===== config.mk =====
export PLATFORM = sky130hd
export DESIGN_NAME = fbct_cas_timing
export DESIGN_NICKNAME = d
export VERILOG_FILES = /design/src/rtl/fbct_pkg.sv /design/src/rtl/fbct_tap_shift.sv /design/src/rtl/fbct_cas_timing.sv
export SDC_FILE = /design/constraint.sdc
export NUM_CORES = 1
export LEC_CHECK = 0
export BUFFER_PORTS_ARGS = -buffer_cell sky130_fd_sc_hd__buf_2
export CORE_ASPECT_RATIO = 0.7
export CORE_MARGIN = 2
export CORE_UTILIZATION = 30
export CTS_CLUSTER_SIZE = 16
export DETAILED_ROUTE_END_ITERATION = 16
export SETUP_SLACK_MARGIN = 0.1
export SYNTH_ARGS = -nofsm -noshare
export SYNTH_HDL_FRONTEND = slang
export SYNTH_SLANG_ARGS = --single-unit
export TNS_END_PERCENT = 1

===== constraint.sdc =====
create_clock -name sys_clk -period 1.6 [get_ports sys_clk]
set_clock_uncertainty 0.2 [all_clocks]
set_input_delay 0.32 -clock sys_clk [delete_from_list [all_inputs] [get_ports sys_clk]]
set_output_delay 0.32 -clock sys_clk [all_outputs]
set_load 0.005 [all_outputs]

===== src/rtl/fbct_pkg.sv =====
// Purpose: Constants and types for the frame buffer column strobe timing block.
// Assumes: sys_clk at 10 MHz; one access cycle is a whole number of sys_clk periods.
// Notes:   Strobe phases are counted from the first sys_clk period of an access cycle.
package fbct_pkg;

    // ----------------------------------------------------------------
    // Clock and cycle geometry
    // ----------------------------------------------------------------
    localparam int CLK_PERIOD_NS  = 100;
    localparam int ACCESS_CYCLES  = 8;
    localparam int PHASE_W        = 3;
    localparam int SYNC_STAGES    = 2;
    localparam int MID_PHASE      = ACCESS_CYCLES / 2;

    // ----------------------------------------------------------------
    // Memory timing figures
    // ----------------------------------------------------------------
    localparam int RAS_DELAY_NS      = 120;
    localparam int ROW_ADDR_HOLD_NS  = 20;
    localparam int WR_DATA_VALID_NS  = 70;
    localparam int WR_BUFFER_NS      = 20;
    localparam int COL_ADDR_HOLD_NS  = 25;
    localparam int CAS_WR_LOW_NS     = 75;
    localparam int RD_CAS_LEAD_NS    = 125;
    localparam int RD_DATA_HOLD_NS   = 10;

    // ----------------------------------------------------------------
    // Derived phases, in sys_clk periods from the cycle start
    // ----------------------------------------------------------------
    localparam int RAS_MIN_PH   = (RAS_DELAY_NS + CLK_PERIOD_NS - 1) / CLK_PERIOD_NS;
    localparam int RAS_PH       = (RAS_MIN_PH > SYNC_STAGES) ? RAS_MIN_PH : SYNC_STAGES + 1;
    localparam int COL_PH       = RAS_PH + (ROW_ADDR_HOLD_NS + CLK_PERIOD_NS - 1) / CLK_PERIOD_NS;
    localparam int CAS_RD_PH    = COL_PH + 1;
    localparam int CAS_WR_PH    = MID_PHASE
                                + (WR_DATA_VALID_NS + WR_BUFFER_NS + CLK_PERIOD_NS - 1) / CLK_PERIOD_NS;
    localparam int CAS_RD_LATEST = (ACCESS_CYCLES * CLK_PERIOD_NS - RD_CAS_LEAD_NS) / CLK_PERIOD_NS;
    localparam int CAS_WR_LOW_CYC = (CAS_WR_LOW_NS + CLK_PERIOD_NS - 1) / CLK_PERIOD_NS;
    localparam int COL_HOLD_CYC  = (COL_ADDR_HOLD_NS + CLK_PERIOD_NS - 1) / CLK_PERIOD_NS;

    localparam logic [PHASE_W-1:0] LAST_PHASE = PHASE_W'(ACCESS_CYCLES - 1);

    // ----------------------------------------------------------------
    // Synchroniser bit positions
    // ----------------------------------------------------------------
    localparam int SY_W      = 6;
    localparam int SY_BANK0  = 0;
    localparam int SY_BANK1  = 1;
    localparam int SY_RDSTAT = 2;
    localparam int SY_HSYNCN = 3;
    localparam int SY_VALID  = 4;
    localparam int SY_COMMON = 5;

    // ----------------------------------------------------------------
    // Types and reset values
    // ----------------------------------------------------------------
    typedef enum logic [3:0] {
        FBCT_IDLE = 4'h1,
        FBCT_ROW  = 4'h2,
        FBCT_COL  = 4'h4,
        FBCT_CAS  = 4'h8
    } fbct_seq_t;

    typedef struct packed {
        logic [PHASE_W-1:0] phase;
        logic [SY_W-1:0]    sync1;
        logic [SY_W-1:0]    sync2;
        fbct_seq_t          seq;
        logic               isRead;
        logic               isRefresh;
        logic               useCommon;
        logic               rasN;
        logic               casN;
        logic               rowSel;
        logic [3:0]         weN;
        logic               rdMuxEn;
        logic               ctrlClk;
    } fbct_state_t;

    localparam logic [3:0] WE_NONE = 4'hf;

    localparam fbct_state_t ST_RESET = '{
        phase: '0, sync1: '0, sync2: '0, seq: FBCT_IDLE, isRead: 1'b1,
        isRefresh: 1'b0, useCommon: 1'b0, rasN: 1'b1, casN: 1'b1,
        rowSel: 1'b1, weN: 4'hf, rdMuxEn: 1'b0, ctrlClk: 1'b0
    };

endpackage : fbct_pkg


===== src/rtl/fbct_tap_shift.sv =====
// Purpose: Shift register whose stages mark the phases of an access cycle.
// Assumes: shiftIn pulses for one cycle in the last phase of each access.
// Notes:   Resolution is one sys_clk period; a finer grid needs more stages.
`timescale 1ns/100ps
module fbct_tap_shift #(
    parameter int DEPTH = 8
) (
    input  wire logic             sys_clk,
    input  wire logic             rst,
    input  wire logic             shiftIn,
    output logic [DEPTH-1:0]      taps
);

    typedef struct packed {
        logic [DEPTH-1:0] stages;
    } fbct_tap_t;

    fbct_tap_t st_r;
    fbct_tap_t st_nxt;

    always_comb begin
        st_nxt        = st_r;
        st_nxt.stages = {st_r.stages[DEPTH-2:0], shiftIn};
    end

    always_ff @(posedge sys_clk or posedge rst) begin
        if (rst) begin
            st_r <= '0;
        end else begin
            st_r <= st_nxt;
        end
    end

    assign taps = st_r.stages;

endmodule : fbct_tap_shift


===== src/rtl/fbct_cas_timing.sv =====
// Purpose: Row/column strobe sequencer for the frame buffer DRAM banks.
// Assumes: Controller pins are asynchronous to sys_clk and pass two flip-flops.
// Notes:   The controller clock is made here, so every access cycle is aligned to phase 0.
`timescale 1ns/100ps
module fbct_cas_timing (
    input  wire logic       sys_clk,
    input  wire logic       rst,
    input  wire logic       memoryReadStatus,
    input  wire logic       hsyncN,
    input  wire logic       accessValid,
    input  wire logic [1:0] bankSelect,
    input  wire logic       commonTiming,
    output logic            controllerClock,
    output logic            rasN,
    output logic            casN,
    output logic            rowSel,
    output logic [3:0]      writeEnableN,
    output logic            readMuxEnable
);

    fbct_pkg::fbct_state_t st_r;
    fbct_pkg::fbct_state_t st_nxt;
    logic [fbct_pkg::ACCESS_CYCLES-1:0] taps;
    logic                               lastPhase;

    // ----------------------------------------------------------------
    // Phase taps
    // ----------------------------------------------------------------
    assign lastPhase = (st_r.phase == fbct_pkg::LAST_PHASE);

    fbct_tap_shift #(
        .DEPTH (fbct_pkg::ACCESS_CYCLES)
    ) u_taps (
        .sys_clk (sys_clk),
        .rst     (rst),
        .shiftIn (lastPhase),
        .taps    (taps)
    );

    // ----------------------------------------------------------------
    // Sequencer
    // ----------------------------------------------------------------
    always_comb begin
        logic casTap;
        casTap = 1'b0;
        st_nxt = st_r;
        st_nxt.sync1 = {commonTiming, accessValid, hsyncN, memoryReadStatus, bankSelect};
        st_nxt.sync2 = st_r.sync1;
        // Counter restarts at every cycle start; it also shapes the controller clock.
        st_nxt.phase = lastPhase ? '0 : st_r.phase + 3'h1;
        st_nxt.ctrlClk = st_nxt.phase[1];
        if (st_r.isRead && !st_r.useCommon) begin
            casTap = taps[fbct_pkg::CAS_RD_PH-1];
        end else begin
            casTap = taps[fbct_pkg::CAS_WR_PH-1];
        end
        // Next state is chosen from the latched state alone, as in a feedback sequencer.
        case (st_r.seq)
            fbct_pkg::FBCT_IDLE: begin
                if (taps[fbct_pkg::RAS_PH-1] && st_r.sync2[fbct_pkg::SY_VALID]) begin
                    st_nxt.seq       = fbct_pkg::FBCT_ROW;
                    st_nxt.rasN      = 1'b0;
                    st_nxt.isRead    = st_r.sync2[fbct_pkg::SY_RDSTAT];
                    st_nxt.isRefresh = !st_r.sync2[fbct_pkg::SY_HSYNCN];
                    st_nxt.useCommon = st_r.sync2[fbct_pkg::SY_COMMON];
                    if (!st_r.sync2[fbct_pkg::SY_RDSTAT] && st_r.sync2[fbct_pkg::SY_HSYNCN]) begin
                        st_nxt.weN = ~(4'h1 << st_r.sync2[fbct_pkg::SY_BANK1:fbct_pkg::SY_BANK0]);
                    end
                end
            end
            fbct_pkg::FBCT_ROW: begin
                // A refresh cycle is row-only: the column phase is never entered.
                if (taps[fbct_pkg::COL_PH-1] && !st_r.isRefresh) begin
                    st_nxt.seq    = fbct_pkg::FBCT_COL;
                    st_nxt.rowSel = 1'b0;
                end
            end
            fbct_pkg::FBCT_COL: begin
                if (casTap) begin
                    st_nxt.seq     = fbct_pkg::FBCT_CAS;
                    st_nxt.casN    = 1'b0;
                    st_nxt.rdMuxEn = st_r.isRead;
                end
            end
            fbct_pkg::FBCT_CAS: begin
                st_nxt.seq = fbct_pkg::FBCT_CAS;
            end
            default: begin
                st_nxt.seq = fbct_pkg::FBCT_IDLE;
            end
        endcase
        // Strobes end one period after the closing edge, which covers the read data hold.
        if (taps[0]) begin
            st_nxt.seq     = fbct_pkg::FBCT_IDLE;
            st_nxt.rasN    = 1'b1;
            st_nxt.casN    = 1'b1;
            st_nxt.rowSel  = 1'b1;
            st_nxt.rdMuxEn = 1'b0;
            st_nxt.weN     = fbct_pkg::WE_NONE;
        end
    end

    always_ff @(posedge sys_clk or posedge rst) begin
        if (rst) begin
            st_r <= fbct_pkg::ST_RESET;
        end else begin
            st_r <= st_nxt;
        end
    end

    assign controllerClock = st_r.ctrlClk;
    assign rasN            = st_r.rasN;
    assign casN            = st_r.casN;
    assign rowSel          = st_r.rowSel;
    assign writeEnableN    = st_r.weN;
    assign readMuxEnable   = st_r.rdMuxEn;
endmodule : fbct_cas_timing


# Yosys cells after proc, flatten, opt, wreduce, memory -nomap -nowiden
# Cells that the tools add are included.
word_totals:
  register_bits: 36
  inputBits: 8
  output_inout_bits: 9
op_classes:
  addsub: 1
  eq_ne: 8
  n_shift: 1
  muxes: 17
  n_bitwise: 1
  n_reduce_logical: 19
ops:
  columns: ["operator", "n"]
  rows:
  - ["4-bit 2-to-1 mux", 6]
  - ["8-bit 2-to-1 mux", 2]
  - ["4-bit case mux with 4 select lines", 1]
  - ["2-bit nonzero test", 7]
  - ["2-bit AND reduction", 4]
  - ["1-bit 2-to-1 mux", 7]
  - ["3-bit by 2-bit != test with 1-bit output, second input constant", 2]
  - ["3-bit AND reduction", 2]
  - ["4-bit by 1-bit equality test with 1-bit output, second input constant", 1]
  - ["4-bit by 2-bit equality test with 1-bit output, second input constant", 1]
  - ["4-bit by 3-bit equality test with 1-bit output, second input constant", 1]
  - ["4-bit equality test, second input constant", 1]
  - ["4-bit inverter", 1]
  - ["1-bit by 2-bit left shift with 4-bit output, first input constant", 1]
  - ["3-bit by 1-bit adder with 3-bit output, second input constant", 1]
  - ["3-bit equality test, second input constant", 1]
  - ["1-bit logical AND", 3]
  - ["1-bit logical NOT", 3]
  - ["3-bit 2-to-1 mux", 1]
  - ["3-bit by 1-bit != test with 1-bit output, second input constant", 1]

# Longest topological paths before layout
logic_depth:
  depth_word: 6
  depth_mapped: 4
  ltp_nobuf: 3

# By module
# A second synthesis with hierarchy kept.
hier_totals:
  hier_cells: 89
  hier_area_um2: 1278.7
by_module_without_submodules:
  columns: ["mod", "n_inst", "cells_each", "area_per_inst_um2", "seq_area_each_um2"]
  rows:
  - ["fbct_cas_timing", 1, 80, 1074.8, 686.9]
  - ["fbct_tap_shift", 1, 9, 203.9, 200.2]

# Worst setup path after synthesis
# OpenSTA, ideal clock, no wires.
synth_path:
  kind: "register to register"
  start: "register st_r[12] (netlist name)"
  end: "register st_r[11] (netlist name)"
  t_arrival_ps: 1225
  setup_slack_ps: 92
  stages_incl_launch_ff: 5
  cell_sequence: "dfstp_2 and4b_1 buf_6 nand2_2 mux2_4"
synth_between:
  elab_chain_len: 2
synth_lines:
  columns: ["element", "line", "rtl"]
  rows:
  - ["from (decl)", "fbct_cas_timing.sv:21", "fbct_pkg::fbct_state_t st_r;"]
  - ["from (signal assigned)", "fbct_cas_timing.sv:105", "st_r <= fbct_pkg::ST_RESET;"]
  - ["from (signal assigned)", "fbct_cas_timing.sv:107", "st_r <= st_nxt;"]
  - ["4-bit by 1-bit equality test with 1-bit output", "fbct_cas_timing.sv:58", "case (st_r.seq)"]
  - ["2-bit AND reduction (no source line)", null, null]
# No other way between the ends.
# A chain may end at the register's enable or synchronous reset.

# Worst setup path in the final report
layout_path:
  start: "register st_r[12] (netlist name)"
  end: "register st_r[12] (netlist name)"
layout_between:
  elab_chain_len: 3
layout_lines:
  columns: ["element", "line"]
  rows:
  - ["4-bit equality test (tied with other cells)", "fbct_cas_timing.sv:58"]
  - ["4-bit case mux with 4 select lines (tied with other cells)", "fbct_cas_timing.sv:58"]
  - ["4-bit 2-to-1 mux / 3-bit AND reduction (equally long branches)", null]
# Several ways; a longest one is shown, not always the timed one.

==> impl_results.html <==
<table>
<tr><th>Metric</th><th>Value</th></tr>
<tr><th colspan="2">Run status</th></tr>
<tr><td>Run status</td><td>finished clean</td></tr>
<tr><th colspan="2">Critical path</th></tr>
<tr><td>Beginning of the worst register-to-register path</td><td>st_r[12]</td></tr>
<tr><td>Critical-path cell with the highest stage delay</td><td>sky130_fd_sc_hd__dfstp_2</td></tr>
<tr><td>Signal arrival time at the worst endpoint</td><td>1500 ps</td></tr>
<tr><td>Cell breakdown of the critical path</td><td>and4b_2 -&gt; buf_4 -&gt; o311ai_2 -&gt; and2_1</td></tr>
<tr><td>Capturing element type of the critical path</td><td>flop</td></tr>
<tr><td>Critical path class</td><td>reg -&gt; reg</td></tr>
<tr><td>Highest cell delay on the worst timing path</td><td>530 ps</td></tr>
<tr><td>Crit start category</td><td>flop</td></tr>
<tr><td>Launching element of the worst setup path</td><td>st_r[12]</td></tr>
<tr><td>Count of buffer and inverter cells on the critical path</td><td>1</td></tr>
<tr><td>Family with the most delay on the worst path</td><td>flip-flops</td></tr>
<tr><td>Largest fanout on the critical path</td><td>4</td></tr>
<tr><td>Worst endpoint required time</td><td>1620 ps</td></tr>
<tr><th colspan="2">Clocking</th></tr>
<tr><td>Number of H-tree levels</td><td>2</td></tr>
<tr><td>Clock latency on the worst-skew pair</td><td>280 ps</td></tr>
<tr><td>TritonCTS clock tree</td><td>built</td></tr>
<tr><td>Sink count of the clock tree</td><td>32</td></tr>
<tr><td>Cts bufs inserted</td><td>5</td></tr>
<tr><td>Maximum buffer depth of the clock tree</td><td>2</td></tr>
<tr><td>Reg clk slew, reported paths</td><td>70 ps</td></tr>
<tr><td>Setup Fix Bufs, Post-CTS</td><td>0</td></tr>
<tr><td>Root Driver</td><td>sky130_fd_sc_hd__clkbuf_8</td></tr>
<tr><th colspan="2">Layout</th></tr>
<tr><td>Signed area change from the synthesized netlist to the final layout</td><td>26.68%</td></tr>
<tr><td>Most common cell after layout, fill and taps aside</td><td>sky130_fd_sc_hd__dfrtp_1</td></tr>
<tr><td>Fraction of layout instances using a drive strength above 1</td><td>38.98%</td></tr>
<tr><td>NumNets Final</td><td>127</td></tr>
<tr><td>Leading cell types in the layout, fill and taps excluded</td><td>23 x sky130_fd_sc_hd__dfrtp_1, 15 x sky130_fd_sc_hd__buf_2, 9 x sky130_fd_sc_hd__nor2_1, 9 x sky130_fd_sc_hd__dfstp_2, 8 x sky130_fd_sc_hd__buf_4</td></tr>
<tr><td>Count of antenna diodes in the layout</td><td>0</td></tr>
<tr><th colspan="2">Yosys</th></tr>
<tr><td>Count of flip-flops with a built-in enable after synthesis</td><td>0</td></tr>
<tr><td>Synthesized area</td><td>1210 um2</td></tr>
<tr><td>Xor and xnor area share after synthesis</td><td>0%</td></tr>
<tr><td>Post-synthesis adder-cell area fraction</td><td>2.068%</td></tr>
<tr><td>Multiplexer share of the synthesized area</td><td>6.308%</td></tr>
<tr><td>Post-synthesis async set-or-reset flop share</td><td>100.0%</td></tr>
<tr><td>Area fraction in compound gates after synthesis</td><td>5.377%</td></tr>
<tr><td>Mean post-synth cell area</td><td>13.75 um2</td></tr>
<tr><td>Number of warnings reported in the yosys synthesis log</td><td>0</td></tr>
<tr><td>Share of synthesized area occupied by flip-flops and latches</td><td>67.11%</td></tr>
<tr><td>Basic-gate share of the synthesized area counting and, or, nand and nor cells</td><td>14.37%</td></tr>
<tr><td>Netlist cell types</td><td>29</td></tr>
<tr><td>Combinational family with the most area after synthesis</td><td>simple AND/OR/NAND/NOR gates</td></tr>
<tr><td>Number of standard cells after synthesis</td><td>88</td></tr>
<tr><td>Most used DFF post-synth</td><td>sky130_fd_sc_hd__dfrtp_1</td></tr>
<tr><td>Net count after synthesis</td><td>98</td></tr>
<tr><td>Number of storage elements in the synthesis netlist</td><td>32</td></tr>
<tr><th colspan="2">Die</th></tr>
<tr><td>Vertical die dimension</td><td>57.14 um</td></tr>
<tr><td>Die Footprint</td><td>4565 um2</td></tr>
<tr><td>Num ports</td><td>17</td></tr>
<tr><td>Number of rows in the core area</td><td>19</td></tr>
<tr><td>Initial standard-cell utilization of the core</td><td>31.03%</td></tr>
<tr><td>Core Footprint</td><td>3899 um2</td></tr>
<tr><td>Die width</td><td>79.91 um</td></tr>
<tr><th colspan="2">Flow run</th></tr>
<tr><td>Max_cap viols</td><td>0</td></tr>
<tr><th colspan="2">Routing</th></tr>
<tr><td>Number of DRC markers in iteration 0</td><td>25</td></tr>
<tr><td>Antenna Violating Nets Remaining</td><td>0</td></tr>
<tr><td>Routed wire length</td><td>1930 um</td></tr>
<tr><td>DR vias</td><td>739</td></tr>
<tr><td>First-pass iteration count of the detailed router</td><td>4</td></tr>
<tr><td>Via density per instance</td><td>4.347</td></tr>
<tr><td>DRC Markers</td><td>0</td></tr>
<tr><td>Routed wire per std cell</td><td>11.35 um</td></tr>
<tr><th colspan="2">Timing</th></tr>
<tr><td>Final critical delay including setup and external delays</td><td>1489 ps</td></tr>
<tr><td>Unrepaired setup endpoints after global routing</td><td>yes</td></tr>
<tr><td>Max-slew violation total from the final report</td><td>0</td></tr>
<tr><td>Least-Margin Pin Slew</td><td>378.6 ps</td></tr>
<tr><td>Final setup margin</td><td>111.1 ps</td></tr>
<tr><td>Final period utilization</td><td>93.06%</td></tr>
<tr><td>Finish-stage setup viols</td><td>0</td></tr>
<tr><td>Final Hold Vio Count</td><td>0</td></tr>
<tr><td>Final sum of negative setup slack</td><td>0 ps</td></tr>
<tr><td>Worst slew margin relative to its limit</td><td>74.76%</td></tr>
<tr><td>Max Freq</td><td>671.6 MHz</td></tr>
<tr><th colspan="2">Global route</th></tr>
<tr><td>Maximum number of pins on one net before global-route repair</td><td>33</td></tr>
<tr><td>Via count of the first global-routing pass</td><td>784</td></tr>
<tr><td>Global-route wire length before repair</td><td>3415 um</td></tr>
<tr><td>Total congestion overflow</td><td>0</td></tr>
<tr><td>Global Route Usage Sum</td><td>10.39%</td></tr>
<tr><td>Number of antenna violations at the first check in global routing</td><td>0</td></tr>
<tr><th colspan="2">Power and ir drop</th></tr>
<tr><td>Cell leakage power</td><td>0.7110 nW</td></tr>
<tr><td>Total power density per cell area</td><td>1071 nW/um2</td></tr>
<tr><td>Maximum vdd drop</td><td>0.7161 mV</td></tr>
<tr><th colspan="2">Min path</th></tr>
<tr><td>Start point of the worst min-delay path</td><td>st_nxt[17]</td></tr>
<tr><td>Worst hold-check path type</td><td>reg -&gt; reg</td></tr>
<tr><th colspan="2">Place</th></tr>
<tr><td>Last weighted congestion value of the routability-driven placer</td><td>0.7415</td></tr>
<tr><td>Estimated wirelength of the detail-placed design</td><td>1327 um</td></tr>
<tr><td>Worst slack at placement</td><td>67.15 ps</td></tr>
<tr><td>IO Port Bufs</td><td>15</td></tr>
</table>
final timing paths:
kind | endpoint | slack, ps | cells past startpoint
worst max-delay path | st_r[12] | 110 | 4
worst min-delay path | st_r[17] | 150 | 0
worst max register to register | st_r[12] | 110 | 4
worst min register to register | st_r[17] | 150 | 0
max in group asynchronous | casN | 400 | 4
min in group asynchronous | st_nxt[17] | 480 | 4
layer usage:
layer	vias to the layer above	wire length [um]	global-route usage [%]
met5	-	0	0
met4	0	49	6.538
met3	7	121	4.272
met2	19	902	15.83
met1	361	856	12.26
li1	352	-	-
synth_stat cells, drive strengths merged, types with 3 or more instances:
cell | instances | share of area [%]
dfrtp | 23 | 48
nor2b | 4 | 2.1
nand2 | 4 | 1.4
nor3b | 3 | 1.9
buf | 6 | 3.8
dfstp | 9 | 20
nor2 | 9 | 2.8
mux2i | 5 | 4.1
stage by stage:
stage | std cells | power (mW) | util (%) | hold slack (ps) | area [um2]
detailed placement | 156 | 0.8912 | 34.88 | 135.5 | 1360
global route | 170 | 1.719 | 39.31 | 153.7 | 1533
CTS | 170 | 1.668 | 39.31 | 151.1 | 1533
global placement | 156 | 0.8889 | 34.88 | 132.9 | 1360
floorplan | 88 | 0.8737 | - | 131.2 | 1210
finish | 170 | 1.641 | 39.31 | 148.6 | 1533
state kept, by name, summed over array words and instances (netlist names):
signal	flops
st_r	14
st_nxt	5
u_taps.taps	5
writeEnableN	4
casN	1
rasN	1
readMuxEnable	1
rowSel	1
report_power, final:
part | internal, mW | switching [mW]
clock | 0.460 | 0.295
sequential | 0.830 | 0.00927
combinational | 0.0252 | 0.0222
cells by family (layout without fill, tap and decap cells):
family / Yosys count / in the layout
buf+inv: 9 / 39
mux: 7 / 7
simple gates: 29 / 29
flops: 32 / 32
fa+ha+maj: 2 / 2
compound gates: 9 / 9
final cells by class:
cell class	instances	area, um2
clock buffer	5	68.82
timing repair buffer	29	195.2
fill	377	2366
sequential	32	812.0
tap	52	65.06
inverter	2	7.507
multi-input combinational	47	341.6
clock inverter	3	42.54
what timing repair did:
action                                 4_1_cts  5_1_grt
setup endpoints to repair                    2        4
resized for setup                            1        0
endpoints found under the hold margin       28        0
hold buffers                                 6        0
Power figures use the tool's default switching activity.
